### config.mk
export PLATFORM = sky130hd
export DESIGN_NAME = sertx_top
export DESIGN_NICKNAME = d
export VERILOG_FILES = /design/src/rtl/sertx_pkg.sv /design/src/rtl/sertx_if.sv /design/src/rtl/sertx_baud.sv /design/src/rtl/sertx_edge.sv /design/src/rtl/sertx_top.sv
export SDC_FILE = /design/constraint.sdc
export NUM_CORES = 1
export LEC_CHECK = 0
export BUFFER_PORTS_ARGS = -buffer_cell sky130_fd_sc_hd__buf_2
export CORE_ASPECT_RATIO = 0.5
export CORE_UTILIZATION = 40
export CTS_CLUSTER_SIZE = 25
export DETAILED_ROUTE_END_ITERATION = 12
export GPL_TIMING_DRIVEN = 0
export MAX_ROUTING_LAYER = met4
export PLACE_DENSITY = 0.66
export SLEW_MARGIN = 20
export SYNTH_ARGS = -nofsm -noshare
export SYNTH_HDL_FRONTEND = slang
export SYNTH_SLANG_ARGS = --single-unit
### constraint.sdc
create_clock -name CLK -period 2.5 [get_ports CLK]
set_clock_uncertainty 0.05 [all_clocks]
set_input_delay 0.625 -clock CLK [delete_from_list [all_inputs] [get_ports CLK]]
set_output_delay 0.625 -clock CLK [all_outputs]
set_load 0.02 [all_outputs]
### src/rtl/sertx_pkg.sv
// Notes on behaviour
// [RQ1] Synchronous mode: clock source bit set drives the shift clock, clear follows external clock.
// [RQ2] Asynchronous mode ignores the clock source bit.
// [RQ3] Nine-bit select set sends 9-bit characters, clear sends 8-bit.
// [RQ4] Transmitter on bit enables the transmitter; clearing it stops and idles it.
// [RQ5] Link mode bit set selects synchronous mode, clear selects asynchronous.
// [RQ6] Bit 3 is unimplemented: reads zero, writes ignored.
// [RQ7] High baud bit picks fast or slow rate in asynchronous mode only.
// [RQ8] Empty flag reads one while the shift register is idle, zero while shifting.
// [RQ9] Bit 0 is the ninth transmit bit, sent in 9-bit mode.
// [RQ10] Synchronous mode: any receive enable overrides the transmitter on bit.
// [RQ11] Control bits reset to zero; empty flag resets to one.
`default_nettype none

package sertx_pkg;

   // ==========================================
   // Register map
   localparam int         ADDR_W      = 3;
   localparam logic [2:0] OFS_CTRL    = 3'h0;
   localparam logic [2:0] OFS_DATA    = 3'h1;
   localparam logic [2:0] OFS_RXCTL   = 3'h2;
   localparam logic [2:0] OFS_STAT    = 3'h3;
   localparam logic [2:0] OFS_MASK    = 3'h4;

   // ==========================================
   // Control register fields
   localparam int         B_CLKSRC    = 7;
   localparam int         B_NINE      = 6;
   localparam int         B_TXON      = 5;
   localparam int         B_SYNC      = 4;
   localparam int         B_UNIMP     = 3;
   localparam int         B_HIBAUD    = 2;
   localparam int         B_EMPTY     = 1;
   localparam int         B_NINTH     = 0;
   localparam logic [7:0] CTRL_RST    = 8'h02;
   localparam logic [7:0] CTRL_WMASK  = 8'hF5;

   localparam int         B_RX_SINGLE = 0;
   localparam int         B_RX_CONT   = 1;
   localparam int         EV_DONE     = 0;
   localparam int         EV_LOAD     = 1;

   // ==========================================
   // Timing
   localparam int          CLK_PERIOD_NS     = 4;
   localparam int          BIT_TIME_HIGH_NS  = 1000;
   localparam int          BIT_TIME_LOW_NS   = 4000;
   localparam logic [15:0] DIV_HIGH = 16'(BIT_TIME_HIGH_NS / CLK_PERIOD_NS);
   localparam logic [15:0] DIV_LOW  = 16'(BIT_TIME_LOW_NS / CLK_PERIOD_NS);
   localparam logic [3:0]  BITS8    = 4'h8;
   localparam logic [3:0]  BITS9    = 4'h9;

   typedef enum logic [1:0] {
      ST_IDLE  = 2'b00,
      ST_START = 2'b01,
      ST_DATA  = 2'b10,
      ST_STOP  = 2'b11
   } sertx_state_t;

endpackage

`default_nettype wire

### src/rtl/sertx_if.sv
`default_nettype none

interface sertx_if;
   logic run;
   logic hibaud;
   logic sync;
   logic tick;
   logic ck_in;
   logic ck_fall;

   modport core (output run, hibaud, sync, ck_in, input tick, ck_fall);
   modport baud (input run, hibaud, sync, output tick);
   modport ckedge (input ck_in, output ck_fall);
endinterface

`default_nettype wire

### src/rtl/sertx_baud.sv
`default_nettype none

module sertx_baud
   import sertx_pkg::*;
#(
   parameter logic [15:0] DIV_LO = sertx_pkg::DIV_LOW,
   parameter logic [15:0] DIV_HI = sertx_pkg::DIV_HIGH
) (
   input wire logic clk,
   input wire logic rst_n,
   sertx_if.baud    lnk
);
   typedef struct packed {
      logic [15:0] cnt;
      logic        tick;
   } sertx_baud_t;

   sertx_baud_t r;
   sertx_baud_t n;
   logic [15:0] div;

   always_comb begin
      n      = r;
      n.tick = 1'b0;
      div    = (lnk.hibaud && !lnk.sync) ? DIV_HI : DIV_LO; // RQ7
      if (!lnk.run) begin
         n.cnt = 16'h0000;
      end else if (r.cnt == 16'h0000) begin
         n.cnt  = div - 16'h0001;
         n.tick = 1'b1;
      end else begin
         n.cnt = r.cnt - 16'h0001;
      end
   end

   always_ff @(posedge clk or negedge rst_n) begin
      if (!rst_n) begin
         r <= '0;
      end else begin
         r <= n;
      end
   end

   assign lnk.tick = r.tick;
endmodule

`default_nettype wire

### src/rtl/sertx_edge.sv
`default_nettype none

module sertx_edge
   import sertx_pkg::*;
(
   input wire logic clk,
   input wire logic rst_n,
   sertx_if.ckedge  lnk
);
   typedef struct packed {
      logic s1;
      logic s2;
      logic s3;
      logic fall;
   } sertx_edge_t;

   sertx_edge_t r;
   sertx_edge_t n;

   // Two-stage synchroniser, then falling edge
   always_comb begin
      n.s1   = lnk.ck_in;
      n.s2   = r.s1;
      n.s3   = r.s2;
      n.fall = r.s3 & ~r.s2;
   end

   always_ff @(posedge clk or negedge rst_n) begin
      if (!rst_n) begin
         r <= '0;
      end else begin
         r <= n;
      end
   end

   assign lnk.ck_fall = r.fall;
endmodule

`default_nettype wire

### src/rtl/sertx_top.sv
`default_nettype none

module sertx_top
   import sertx_pkg::*;
(
   input  wire logic                         CLK,
   input  wire logic                         RST_N,
   input  wire logic [sertx_pkg::ADDR_W-1:0] ADDR,
   input  wire logic [7:0]                   WDATA,
   input  wire logic                         WR,
   input  wire logic                         RD,
   output logic      [7:0]                   RDATA,
   output logic                              IRQ,
   output logic                              TX_LINE,
   output logic                              CK_OUT,
   output logic                              CK_OE_N,
   input  wire logic                         CK_IN
);
   // ==========================================
   // State
   typedef struct packed {
      logic [7:0]   ctrl;
      logic [1:0]   rxctl;
      logic [1:0]   stat;
      logic [1:0]   mask;
      logic [7:0]   rdata;
      logic         irq;
      sertx_state_t st;
      logic [8:0]   sh;
      logic [3:0]   cnt;
      logic         phase;
      logic         line;
      logic         ck;
      logic         ck_oe_n;
   } sertx_core_t;

   sertx_core_t r;
   sertx_core_t n;

   logic sync;
   logic master;
   logic rx_over;
   logic on;
   logic nine;
   logic strobe;
   logic load;
   logic ev_done;
   logic ev_load;

   sertx_if lnk ();

   sertx_baud u_baud (
      .clk   (CLK),
      .rst_n (RST_N),
      .lnk   (lnk.baud)
   );

   sertx_edge u_edge (
      .clk   (CLK),
      .rst_n (RST_N),
      .lnk   (lnk.ckedge)
   );

   // ==========================================
   // Mode decode
   always_comb begin
      sync    = r.ctrl[B_SYNC]; // RQ5
      master  = sync & r.ctrl[B_CLKSRC]; // RQ1 RQ2
      rx_over = sync & (r.rxctl[B_RX_SINGLE] | r.rxctl[B_RX_CONT]); // RQ10
      on      = r.ctrl[B_TXON] & ~rx_over; // RQ4
      nine    = r.ctrl[B_NINE];
      strobe  = (sync && !master) ? lnk.ck_fall : lnk.tick;
      load    = WR && ADDR == OFS_DATA && on && r.st == ST_IDLE;
   end

   assign lnk.run    = on;
   assign lnk.hibaud = r.ctrl[B_HIBAUD];
   assign lnk.sync   = sync;
   assign lnk.ck_in  = CK_IN;

   // ==========================================
   // Next state
   always_comb begin
      n       = r;
      ev_done = 1'b0;
      ev_load = 1'b0;

      // Register writes
      if (WR) begin
         case (ADDR)
            OFS_CTRL: begin
               n.ctrl = (WDATA & CTRL_WMASK) | (r.ctrl & ~CTRL_WMASK); // RQ6
            end
            OFS_RXCTL: begin
               n.rxctl = WDATA[1:0];
            end
            OFS_MASK: begin
               n.mask = WDATA[1:0];
            end
            default: begin
            end
         endcase
      end

      // Shifter
      if (!on) begin
         n.st    = ST_IDLE; // RQ4 RQ10
         n.line  = 1'b1;
         n.ck    = 1'b0;
         n.phase = 1'b0;
      end else if (load) begin
         ev_load = 1'b1;
         n.phase = 1'b0;
         n.ck    = 1'b0;
         if (sync) begin
            n.st   = ST_DATA; // RQ5
            n.line = WDATA[0];
            n.sh   = {1'b0, r.ctrl[B_NINTH], WDATA[7:1]}; // RQ9
            n.cnt  = (nine ? BITS9 : BITS8) - 4'h1; // RQ3
         end else begin
            n.st   = ST_START;
            n.line = 1'b0;
            n.sh   = {r.ctrl[B_NINTH], WDATA}; // RQ9
            n.cnt  = nine ? BITS9 : BITS8; // RQ3
         end
      end else begin
         unique case (r.st)
            ST_IDLE: begin
            end
            ST_START: begin
               if (strobe) begin
                  n.st   = ST_DATA;
                  n.line = r.sh[0];
                  n.sh   = r.sh >> 1;
                  n.cnt  = r.cnt - 4'h1;
               end
            end
            ST_DATA: begin
               if (strobe) begin
                  if (master && !r.phase) begin
                     n.phase = 1'b1; // RQ1
                     n.ck    = 1'b1;
                  end else begin
                     n.phase = 1'b0;
                     n.ck    = 1'b0;
                     if (r.cnt == 4'h0) begin
                        if (sync) begin
                           n.st    = ST_IDLE;
                           ev_done = 1'b1;
                        end else begin
                           n.st   = ST_STOP;
                           n.line = 1'b1;
                        end
                     end else begin
                        n.line = r.sh[0];
                        n.sh   = r.sh >> 1;
                        n.cnt  = r.cnt - 4'h1;
                     end
                  end
               end
            end
            ST_STOP: begin
               if (strobe) begin
                  n.st    = ST_IDLE;
                  ev_done = 1'b1;
               end
            end
         endcase
      end

      // Shift clock pin rests low unless master
      if (!master) begin
         n.ck = 1'b0; // RQ2
      end

      n.ctrl[B_EMPTY] = (n.st == ST_IDLE); // RQ8
      n.ck_oe_n       = ~master; // RQ1 RQ2

      // Sticky events; set wins over read clear
      if (RD && ADDR == OFS_STAT) begin
         n.stat = 2'b00;
      end
      n.stat[EV_DONE] = n.stat[EV_DONE] | ev_done;
      n.stat[EV_LOAD] = n.stat[EV_LOAD] | ev_load;
      n.irq           = |(n.stat & n.mask);

      // Read data stands one cycle only
      n.rdata = 8'h00;
      if (RD) begin
         case (ADDR)
            OFS_CTRL: begin
               n.rdata = r.ctrl; // RQ6 RQ8
            end
            OFS_RXCTL: begin
               n.rdata = {6'h00, r.rxctl};
            end
            OFS_STAT: begin
               n.rdata = {6'h00, r.stat};
            end
            OFS_MASK: begin
               n.rdata = {6'h00, r.mask};
            end
            default: begin
            end
         endcase
      end
   end

   // ==========================================
   // Registers
   always_ff @(posedge CLK or negedge RST_N) begin
      if (!RST_N) begin
         r         <= '0;
         r.ctrl    <= CTRL_RST; // RQ11
         r.line    <= 1'b1;
         r.ck_oe_n <= 1'b1;
      end else begin
         r <= n;
      end
   end

   assign RDATA   = r.rdata;
   assign IRQ     = r.irq;
   assign TX_LINE = r.line;
   assign CK_OUT  = r.ck;
   assign CK_OE_N = r.ck_oe_n;
endmodule

`default_nettype wire

**After elaboration in Yosys (flattened, before gate mapping)**

Cells that the tools add are included.

- Equality and inequality tests: 20
- Mux-type cells: 45
- Bitwise logic cells: 12
- Reduce and logical (&&, ||, !) cells: 23
- $add $sub $neg: 4

Operators by type and width:

| cell | number |
|---|---|
| $mux W15 | 3 |
| $mux W18 | 2 |
| $mux W16 | 2 |
| $pmux W8 S4 | 1 |
| $sub A16 B1 Y16 const B | 2 |
| $pmux W13 S2 | 1 |
| $ne A4 B4 Y1 const B | 6 |
| $mux W1 | 22 |
| $ne A3 B3 Y1 const B | 6 |
| $logic_not A16 Y1 | 1 |
| $mux W2 | 7 |
| $mux W13 | 1 |
| $mux W10 | 1 |
| $mux W8 | 1 |
| $or A8 B4 Y8 | 1 |
| $reduce_and A2 Y1 | 4 |
| $sub A4 B1 Y4 const B | 2 |
| $logic_and A1 B1 Y1 | 7 |
| $eq A3 B2 Y1 const B | 2 |
| $pmux W2 S3 | 1 |
| $reduce_and A6 Y1 | 1 |
| $ne A5 B5 Y1 const B | 1 |
| $reduce_and A5 Y1 | 1 |
| $and A1 B1 Y1 | 4 |
| other kinds (15) | 24 |

- Logic and storage cells: 124
- Bits of input ports: 16
- Output and inout bits: 12
- Register bits after elaboration: 63

**Longest topological paths before layout**

Gate-level depths: netlist of run 1.

- Depth after elaboration: 11
- Gate-level depth with buffers: 10
- Depth with buffers taken out: 10

**Hierarchy**

A second synthesis of run 1 with hierarchy kept.

- Cell total of the unflattened synthesis: 325
- Area, all modules: 3274.4 um2

By module, submodules not included:

| module | cells an instance | instances | area each (um2) |
|---|---|---|---|
| sertx_top | 232 | 1 | 2263.4 |
| sertx_baud | 88 | 1 | 897.1 |
| sertx_edge | 5 | 1 | 113.9 |

**Worst setup path before layout of run 1**

Ideal clock, no wire load.

- Kind: reg2reg
- Start: reg u_baud.r[12] in the netlist's numbering
- End: reg u_baud.r[15] in the netlist's numbering
- Slack: -0.098 ns
- Arrival: 2.416 ns
- Cell stages (with the launch flop): 11
- Buffers on the path: 0
- Cell sequence: dfrtp_1 > or3_4 > or4b_4 > nor3_4 > nor2_1 > ha_1 > nor3b_2 > nand3_1 > a2111oi_0 > xnor2_1 > nor2_1

RTL lines:

| item | line | RTL |
|---|---|---|
| start, declared | sertx_baud.sv:18 | `sertx_baud_t r;` |
| start signal, assigned | sertx_baud.sv:40 | `r <= n;` |

==> impl_metrics.env, run 1 <==
export IMPL_cp_start_kind="register"
export IMPL_switchingPower_mw=1.72
export IMPL_drt_pre_antenna_iters=4
export IMPL_synth_commonest_cells="dfrtp_1, nor2_1, a21oi_1, mux2_2, nand2_1"
export IMPL_rows=22
export IMPL_dp_slack_ns=-0.420
export IMPL_whs_ns=0.297
export IMPL_max_stage_delay_ns=0.55
export IMPL_clock_fmax_mhz=389
export IMPL_slew_headroom_pct=29.8
export IMPL_core_sq_um=7570
export IMPL_grt_overflow_total=0
export IMPL_clock_latency_ns=0.32
export IMPL_hold_viol=0
export IMPL_root_buffer="clkbuf_16"
export IMPL_yosysTopAreaCell="dfrtp_1"
export IMPL_start_util_pct=42.7
export IMPL_cts_sinks=62
export IMPL_synth_edf_count=0
export IMPL_die_w_microns=129
export IMPL_status="finished, violations left"
export IMPL_ys_seq_elements=62
export IMPL_rsz0062_at_grt="yes"
export IMPL_setup_violations=3
export IMPL_dr_total_vias=2581
export IMPL_fin_nets=380
export IMPL_drc_errors=0
export IMPL_total_leakage_power_nw=1.76
export IMPL_avgSynthCellArea_sq_um=10.5
export IMPL_tritoncts="built"
export IMPL_yosysSeqAreaShare_pct=48.1
export IMPL_async_flop_share_pct=100
export IMPL_hpwlAfterDp_mm=4.88
export IMPL_final_setup_tns_ns=-0.184
export IMPL_wire_per_inst_microns=16.0
export IMPL_grt_usage_pct=19.6
export IMPL_synthTopCellsByArea="dfrtp_1, mux2_2, nor2_1"
export IMPL_ys_flop_type="dfrtp_1"
export IMPL_crit_chain="or3_4, or4b_4, nor3_4, nor2_1, ha_2, nor3b_4, nand3_4, a311oi_4, xnor2_1, nor2_1"
export IMPL_grt_max_degree=63
export IMPL_yosysWarnings=0
export IMPL_first_iter_violations=136
export IMPL_final_area_sq_um=3980
export IMPL_syn_num_nets=332
export IMPL_cap_violations=0
export IMPL_synth_area_sq_um=3230
export IMPL_fin_cells=466
export IMPL_path_clk_slew_ns=0.05
export IMPL_synth_top_area_share_pct=45.6
export IMPL_power_per_cell_area_nw_per_um2=1170
export IMPL_fin_util_pct=52.5
export IMPL_io_pins=28
export IMPL_ir_worst_vdd_mv=0.407
export IMPL_drive_gt1_share_pct=30.2
export IMPL_area_delta_synth_final_pct=22.9
export IMPL_cp_arrival_ns=2.70
export IMPL_p_total_mw=4.65
export IMPL_violations="negative setup slack"
export IMPL_p_int_mw=2.94
export IMPL_place_inst=440
export IMPL_p_seq_share_pct=32.3
export IMPL_h_tree_depth=3
export IMPL_synth_distinct_cells=68
export IMPL_worstMarginPinSlew_ns=1.04
export IMPL_antennaDiodeCount=0
export IMPL_portBuffers=25
export IMPL_combPwrFrac_pct=43.5
export IMPL_clkPwrFrac_pct=24.3
export IMPL_grt_pass1_vias=2543
export IMPL_fillers=661
export IMPL_worst_setup_path_type="register to register"
export IMPL_die_h_microns=65.6
export IMPL_cp_common_cell="nor2_1"
export IMPL_period_share_pct=103
export IMPL_finalCriticalPeriod_ns=2.57
export IMPL_place_congestion=0.952
export IMPL_yosysMostFrequentCell="dfrtp_1"
export IMPL_cts_buffers=9
export IMPL_synth_cells=307
export IMPL_layout_setup_ws_ns=-0.0737
export IMPL_switching_share_pct=36.9
export IMPL_viasPerCell=5.54
export IMPL_antenna_found_initial=0
export IMPL_grt_pass1_wl_mm=12.4
export IMPL_critical_path_required_ns=2.62
export IMPL_clk_path_buf_depth=2
export IMPL_cp_slowest_cell="or4b_4"
export IMPL_die_area_sq_um=8470
export IMPL_post_dp_cell_area_sq_um=3510
export IMPL_hp_class="register to register"
export IMPL_postRouteWirelength_mm=7.44
export IMPL_path_max_fanout=4
export IMPL_drv_slew=0
export IMPL_ant_nets=0
export IMPL_cp_end_kind="register"
==> logic make-up after synthesis <==
group / count (synthesis) / share of synthesized area (%)
compound gates: 76 / 16.9
xor+xnor: 6 / 1.62
fa+ha+maj: 9 / 3.48
buf+inv: 31 / 4.68
flops: 62 / 48.1
mux: 24 / 8.09
other cells: 1 / 0.116
simple gates: 98 / 17.1
==> placed cells by master (no fill, tap or decap), types with 3 or more instances in the layout <==
cell type  synthesis  final
buf_4              8     22
o21ai_0           10      9
clkbuf_1           6      6
nand3_1            6      5
nor2b_1            3      3
ha_1               9      8
mux2i_1            7      7
a22o_1             3      3
and2_1             8      8
inv_1             12     12
clkbuf_8           0      3
dfrtp_1           59     58
a21oi_1           17     17
buf_2              4     28
xnor2_1            6      6
clkbuf_16          0      9
or3_1              4      3
nor3_1             6      5
nand2_1           15     15
a31oi_1            6      6
nor2_1            31     30
mux2_2            17     17
dfstp_2            3      3
a22oi_1            7      7
==> power by group through the flow <==
stage | logic (mW) | registers (mW) | clock network [mW]
detailed placement | 1.52 | 1.49 | 0
finish | 2.02 | 1.50 | 1.13
floorplan | 1.22 | 1.44 | 0
global placement | 1.47 | 1.48 | 0
CTS | 1.73 | 1.47 | 1.15
global route | 2.19 | 1.53 | 1.21
==> state kept, by name, summed over array words and instances (netlist names) <==
register and flops:
r 26, u_baud.r 16, RDATA 8, u_edge.n 2, CK_OE_N 1, CK_OUT 1, IRQ 1, TX_LINE 1
lnk.hibaud 1, lnk.sync 1, nine 1, u_baud.lnk.tick 1, u_edge.lnk.ck_fall 1, u_edge.r 1
==> timing repair <==
action,4_1_cts,5_1_grt
pin swaps,11,13
gates resized for setup,6,15
setup buffers,8,5
hold buffers,0,0
setup endpoints to repair,5,18
==> layer usage <==
metal | vias up | share of wire [%] | track usage, %
met5 | - | 0 | -
met4 | 0 | 1.4 | 6.03
li1 | 1209 | - | -
met3 | 19 | 4.4 | 4.40
met2 | 73 | 48 | 32.4
met1 | 1280 | 46 | 24.3
==> final timing paths <==
kind	slack (ns)	to	start	cells past startpoint
setup / recovery	-0.07	u_baud.r[11]$_DFF_PN0_	u_baud.r[14]$_DFF_PN0_	10
hold / removal	0.30	u_edge.n[1]$_DFF_PN0_	u_edge.n[2]$_DFF_PN0_	0
setup reg to reg	-0.07	u_baud.r[11]$_DFF_PN0_	u_baud.r[14]$_DFF_PN0_	10
hold reg to reg	0.30	u_edge.n[1]$_DFF_PN0_	u_edge.n[2]$_DFF_PN0_	0
max in group asynchronous	1.52	lnk.sync$_DFFE_PN0P_	RST_N	1
min in group asynchronous	0.34	u_baud.r[3]$_DFF_PN0_	RST_N	1
==> worst max-delay path: cells and delay by family (launching register included) <==
family | cells | cell delay [ns]
and+or+nand+nor | 7 | 1.57
DFF | 1 | 0.39
adders and majority gates | 1 | 0.19
xor gates and xnor gates | 1 | 0.19
AOI/OAI and AO/OA | 1 | 0.05
==> layout make-up <==
cell class	instances	area [sq um]	share of cell area, %
flip-flops and latches	62	1560	39.2
repair buffers	37	218	5.48
multi-input cells	214	1630	41.1
plain buffers	19	111	2.80
clock buffers	13	270	6.80
clock inverters	1	5.00	0.126
inverters	12	45.0	1.13
well taps	108	135	3.40
(Power assumes the default switching activity.)
==> run 2: changes to the inputs <==
--- a/config.mk
+++ b/config.mk
@@ -12,7 +12,6 @@
 export DETAILED_ROUTE_END_ITERATION = 12
 export GPL_TIMING_DRIVEN = 0
 export MAX_ROUTING_LAYER = met4
-export PLACE_DENSITY = 0.66
 export SLEW_MARGIN = 20
 export SYNTH_ARGS = -nofsm -noshare
 export SYNTH_HDL_FRONTEND = slang
==> constraint.sdc (replaced) <==
create_clock -name CLK -period 2.7 [get_ports CLK]
set_clock_uncertainty 0.05 [all_clocks]
set_input_delay 0.675 -clock CLK [delete_from_list [all_inputs] [get_ports CLK]]
set_output_delay 0.675 -clock CLK [all_outputs]
set_load 0.02 [all_outputs]
==> run 2 against run 1 <==
Against the previous run:
- the run now ends clean
- clock power decreased by 7%
- first-iteration DRC count decreased by 28%
- critical path type unchanged
- cell count increased by 0.21%
- routed wire length decreased by 4.2%
- sequential cell count unchanged
- via count decreased by 3.6%
- largest power group unchanged
==> impl_metrics.env, run 2 (same netlist as run 1, synthesis figures left out) <==
export IMPL_tritoncts="built"
export IMPL_ant_nets=0
export IMPL_place_congestion=0.909
export IMPL_met1_length_mm=3.28
export IMPL_rows=22
export IMPL_drc_errors=0
export IMPL_worst_setup_path_type="register to register"
export IMPL_grt_max_degree=63
export IMPL_largest_register_ffs=26
export IMPL_power_per_cell_area_nw_per_um2=1050
export IMPL_die_area_sq_um=8470
export IMPL_hp_class="register to register"
export IMPL_path_max_fanout=5
export IMPL_regMostFlops="r"
export IMPL_rsz0062_at_grt="yes"
export IMPL_core_sq_um=7570
export IMPL_wire_per_inst_microns=15.3
export IMPL_cp_end_kind="register"
export IMPL_whs_ns=0.307
export IMPL_max_stage_delay_ns=0.57
export IMPL_final_cell_mix="dfrtp_1, nor2_1, buf_2"
export IMPL_critical_path_required_ns=2.84
export IMPL_finalCriticalPeriod_ns=2.64
export IMPL_clk_path_buf_depth=2
export IMPL_status="finished, final reports clean"
export IMPL_clock_latency_ns=0.33
export IMPL_regToRegSetupSlack_ns=0.06
export IMPL_cp_start_kind="register"
export IMPL_cts_buffers=9
export IMPL_final_common_cell="dfrtp_1"
export IMPL_worstMarginPinSlew_ns=0.969
export IMPL_antenna_found_initial=0
export IMPL_postCtsHoldBufs=0
export IMPL_root_buffer="clkbuf_16"
export IMPL_path_clk_slew_ns=0.05
export IMPL_clock_fmax_mhz=379
export IMPL_area_delta_synth_final_pct=21.0
export IMPL_reg2reg_to="u_baud.r[11]$_DFF_PN0_"
export IMPL_fin_cells=467
export IMPL_h_tree_depth=3
export IMPL_grt_pass1_vias=2395
export IMPL_hold_end="u_edge.n[1]$_DFF_PN0_"
export IMPL_cp_arrival_ns=2.78
export IMPL_hpwlAfterDp_mm=4.86
export IMPL_io_pins=28
export IMPL_start_util_pct=42.7
export IMPL_grt_pass1_wl_mm=11.9
export IMPL_hold_viol=0
export IMPL_drive_gt1_share_pct=27.9
export IMPL_cap_violations=0
export IMPL_place_inst=440
export IMPL_cts_sinks=62
export IMPL_grt_overflow_total=0
export IMPL_slew_headroom_pct=34.9
export IMPL_drt_pre_antenna_iters=5
export IMPL_hold_start="u_edge.n[2]$_DFF_PN0_"
export IMPL_wl_met3_microns=452
export IMPL_cp_slowest_cell="or4b_4"
export IMPL_total_leakage_power_nw=1.73
export IMPL_cp_common_cell="nor2_1"
export IMPL_r2r_cells=10
export IMPL_drv_slew=0
export IMPL_crit_chain="or3_4, or4b_4, nor3_4, nor2_1, ha_2, nor3b_4, nand3_4, a311oi_1, xnor2_1, nor2_1"
export IMPL_regToRegStartpoint="u_baud.r[13]$_DFF_PN0_"
export IMPL_viasPerCell=5.33
export IMPL_grt_usage_pct=19.6
export IMPL_ir_worst_vdd_mv=0.444
export IMPL_die_h_microns=65.6
export IMPL_final_setup_tns_ns=0
export IMPL_antennaDiodeCount=0
export IMPL_period_share_pct=97.7
export IMPL_postRouteWirelength_mm=7.13
export IMPL_first_iter_violations=98
export IMPL_worstHoldPathCells=0
export IMPL_setup_violations=0
export IMPL_dr_total_vias=2487
export IMPL_routed_wl_met2_mm=3.36
export IMPL_die_w_microns=129
export IMPL_top_layer="met4"
export IMPL_portBuffers=25
export IMPL_fin_nets=379
## run 2: worst max path at each step
| stage | startpoint | endpoint | slack (ns) | depth (start not counted) |
|---|---|---|---|---|
| CTS | u_baud.r[14]$_DFF_PN0_ | u_baud.r[11]$_DFF_PN0_ | 0.008 | 10 |
| floorplan | u_baud.r[12]$_DFF_PN0_ | u_baud.r[15]$_DFF_PN0_ | 0.10 | 10 |
| detailed placement | lnk.sync$_DFFE_PN0P_ | u_baud.r[15]$_DFF_PN0_ | -0.43 | 10 |
| global route | u_baud.r[13]$_DFF_PN0_ | u_baud.r[13]$_DFF_PN0_ | -0.07 | 10 |
| finish | u_baud.r[13]$_DFF_PN0_ | u_baud.r[11]$_DFF_PN0_ | 0.06 | 10 |
| global placement | lnk.sync$_DFFE_PN0P_ | u_baud.r[15]$_DFF_PN0_ | -0.35 | 10 |
## run 2: timing repair
item / 4_1_cts / 5_1_grt
pin swaps: 4 / 8
gates resized for setup: 5 / 8
setup endpoints to repair: 4 / 7
setup buffers: 5 / 6
## run 2: area by class of cell
| class | instances | area (sq um) |
|---|---|---|
| well taps | 108 | 135 |
| clock buffers | 15 | 268 |
| repair buffers | 36 | 210 |
| fillers | 674 | 3660 |
| flip-flops and latches | 62 | 1560 |
| plain buffers | 19 | 110 |
| clock inverters | 1 | 5.00 |
| multi-input cells | 214 | 1580 |
| inverters | 12 | 45.0 |
## run 2: worst max-delay path, delay by kind of cell (launching register included)
family / cells / cell delay [ns]
DFF: 1 / 0.40
and+or+nand+nor: 7 / 1.62
xor gates and xnor gates: 1 / 0.18
AOI/OAI and AO/OA: 1 / 0.07
adders and majority gates: 1 / 0.18
## run 2: power by group
group | switching [mW] | leakage, nW | total [mW] | internal, mW
clock network | 0.384 | 0.134 | 1.05 | 0.670
registers | 0.203 | 0.791 | 1.37 | 1.17
logic | 0.880 | 0.804 | 1.67 | 0.792
total | 1.47 | 1.73 | 4.10 | 2.63
## run 2: per-layer routing
metal | vias up | GRT usage [%]
li1 | 1217 | -
met1 | 1200 | 23.9
met2 | 64 | 30.3
met3 | 6 | 6.84
met4 | 0 | 7.06
met5 | - | -
## run 2: per-stage QoR
step           setup WS, ns  instance area, sq um  total power, mW  utilization, %
2_1_floorplan         0.102                  3230             2.42               -
3_3_place_gp         -0.349                  3490             2.69            46.2
3_5_place_dp         -0.429                  3500             2.74            46.2
4_1_cts             0.00777                  3830             3.94            50.5
5_1_grt             -0.0710                  3910             4.40            51.7
6_report             0.0631                  3910             4.10            51.7
==> run 3: changes to the inputs <==
--- a/config.mk
+++ b/config.mk
@@ -7,6 +7,7 @@
 export LEC_CHECK = 0
 export BUFFER_PORTS_ARGS = -buffer_cell sky130_fd_sc_hd__buf_2
 export CORE_ASPECT_RATIO = 0.5
+export CORE_MARGIN = 3
 export CORE_UTILIZATION = 40
 export CTS_CLUSTER_SIZE = 25
 export DETAILED_ROUTE_END_ITERATION = 12
==> run 3 against run 2 <==
Against the previous run:
- global-route usage is 2.5 points lower
- first-iteration DRC count rose by 36%
- core utilization shrank 0.63 points
- count of clock-buffer cells in the layout fell by 1
- routed wire length is 0.90% higher
- cell count decreased by 0.21%
- highest routed layer unchanged
- critical endpoint is now u_baud.r[5]$_DFF_PN0_
- sequential share of layout area up 0.49 points
- hold slack got worse by 0.0081 ns
- die area grew 9.4%
- worst setup slack better by 0.019 ns
==> impl_metrics.env, run 3 (same netlist as run 1, synthesis figures left out) <==
export IMPL_status="finished, final reports clean"
export IMPL_tritoncts="built"
export IMPL_portBuffers=25
export IMPL_area_delta_synth_final_pct=19.5
export IMPL_ant_nets=0
export IMPL_cap_violations=0
export IMPL_r2r_cells=9
export IMPL_worstMarginPinSlew_ns=1.03
export IMPL_whs_ns=0.298
export IMPL_die_area_sq_um=9270
export IMPL_path_max_fanout=4
export IMPL_critical_path_depth=9
export IMPL_drt_pre_antenna_iters=4
export IMPL_viasPerCell=5.35
export IMPL_start_util_pct=42.7
export IMPL_wire_per_inst_microns=15.4
export IMPL_worst_setup_path_type="register to register"
export IMPL_fin_nets=378
export IMPL_path_clk_slew_ns=0.05
export IMPL_setup_violations=0
export IMPL_multi_input_area_sq_um=1550
export IMPL_p_total_mw=4.01
export IMPL_fillers=690
export IMPL_postRouteWirelength_mm=7.20
export IMPL_cp_arrival_ns=2.76
export IMPL_die_h_microns=69.6
export IMPL_switchingPower_mw=1.44
export IMPL_cts_buffers=9
export IMPL_clock_latency_ns=0.33
export IMPL_total_leakage_power_nw=1.72
export IMPL_h_tree_depth=3
export IMPL_grt_overflow_total=0
export IMPL_period_share_pct=97.0
export IMPL_largest_register_ffs=26
export IMPL_crit_family="simple AND/OR/NAND/NOR gates"
export IMPL_first_iter_violations=133
export IMPL_regArea_sq_um=1560
export IMPL_antennaDiodeCount=0
export IMPL_place_congestion=0.905
export IMPL_io_pins=28
export IMPL_drive_gt1_share_pct=27.1
export IMPL_grt_pass1_vias=2449
export IMPL_grt_usage_pct=17.1
export IMPL_hp_class="register to register"
export IMPL_hpwlAfterDp_mm=4.94
export IMPL_clock_fmax_mhz=382
export IMPL_cp_end_kind="register"
export IMPL_drv_slew=0
export IMPL_die_w_microns=133
export IMPL_final_common_cell="dfrtp_1"
export IMPL_ir_worst_vdd_mv=0.365
export IMPL_cp_num_buf_inv=1
export IMPL_cts_sinks=62
export IMPL_antenna_found_initial=0
export IMPL_final_cell_mix="dfrtp_1, nor2_1, buf_2"
export IMPL_final_setup_tns_ns=0
export IMPL_critical_path_required_ns=2.84
export IMPL_finalCriticalPeriod_ns=2.62
export IMPL_switching_share_pct=36.0
export IMPL_core_sq_um=7570
export IMPL_regMostFlops="r"
export IMPL_p_seq_share_pct=34.1
export IMPL_cp_slowest_cell="or4b_4"
export IMPL_slew_headroom_pct=30.5
export IMPL_clk_path_buf_depth=2
export IMPL_clkPwrFrac_pct=25.6
export IMPL_worstHoldPathCells=0
export IMPL_post_dp_cell_area_sq_um=3500
export IMPL_dr_total_vias=2494
export IMPL_combPwrFrac_pct=40.3
export IMPL_power_per_cell_area_nw_per_um2=1040
export IMPL_max_stage_delay_ns=0.55
export IMPL_grt_pass1_wl_mm=12.1
export IMPL_hold_viol=0
export IMPL_rows=22
export IMPL_p_int_mw=2.56
export IMPL_root_buffer="clkbuf_16"
export IMPL_cp_start_kind="register"
export IMPL_drc_errors=0
export IMPL_final_area_sq_um=3870
export IMPL_grt_max_degree=63
export IMPL_crit_chain="or3_4, or4b_4, nor3_4, nor2_1, ha_2, nor3b_4, buf_4, a211oi_1, a211oi_2"
[run 3: changes by cell type in the layout (fill, tap and decap cells not counted), sizes merged]
cell    previous run  this run
clkbuf            22        20
clkinv             1         2
[run 3: final timing paths]
kind | from | end | slack, ns
setup / recovery | u_baud.r[11]$_DFF_PN0_ | u_baud.r[5]$_DFF_PN0_ | 0.08
hold / removal | u_edge.n[2]$_DFF_PN0_ | u_edge.n[1]$_DFF_PN0_ | 0.30
setup reg to reg | u_baud.r[11]$_DFF_PN0_ | u_baud.r[5]$_DFF_PN0_ | 0.08
hold reg to reg | u_edge.n[2]$_DFF_PN0_ | u_edge.n[1]$_DFF_PN0_ | 0.30
max in group asynchronous | RST_N | lnk.sync$_DFFE_PN0P_ | 1.70
min in group asynchronous | RST_N | RDATA[6]$_DFF_PN0_ | 0.36
[run 3: final cells by class]
| type | count | area share (%) |
|---|---|---|
| buffer | 19 | 2.85 |
| clock buffer | 14 | 6.57 |
| clock inverter | 2 | 0.259 |
| inverter | 12 | 1.17 |
| multi-input combinational | 214 | 40.2 |
| sequential | 62 | 40.3 |
| tap | 108 | 3.50 |
| timing repair buffer | 35 | 5.24 |
[run 3: power by group through the flow]
stage                     clock, mW  combinational (mW)  sequential, mW
after floorplan                   0                1.09            1.33
after global placement            0                1.33            1.36
after detailed placement          0                1.38            1.37
after CTS                      1.05                1.51            1.37
after global routing           1.10                1.79            1.40
final                          1.03                1.61            1.37
[run 3: repair_timing]
| item | 4_1_cts | 5_1_grt |
|---|---|---|
| hold buffers | 0 | 0 |
| setup endpoints to repair | 5 | 5 |
| pin swaps | 3 | 4 |
| resized for setup | 7 | 2 |
| buffers inserted | 3 | 7 |
[run 3: metrics by stage]
| step | setup slack [ns] | utilization [%] | instances |
|---|---|---|---|
| 6_report | 0.0821 | 51.1 | 466 |
| 2_1_floorplan | 0.102 | - | 307 |
| 3_5_place_dp | -0.425 | 46.2 | 440 |
| 4_1_cts | 0.0160 | 50.3 | 459 |
| 5_1_grt | -0.000302 | 51.1 | 466 |
| 3_3_place_gp | -0.345 | 46.2 | 440 |
[run 3: worst register-to-register path: cells and delay by family, from the launching register on]
kind	cells	cell delay [ns]
AOI/OAI and AO/OA	2	0.34
adders and majority gates	1	0.19
buffers and inverters	1	0.15
DFF	1	0.40
and+or+nand+nor	5	1.34
[run 3: routing by layer]
layer  GRT usage (%)  part of all wire [%]  vias up  wire length (microns)
li1                -                     -     1202                      -
met1            21.7                    47     1222                   3360
met2            25.3                    45       60                   3250
met3            6.52                   6.9       10                    496
met4            5.47                   1.1        0                     80
met5               -                     0        -                      0
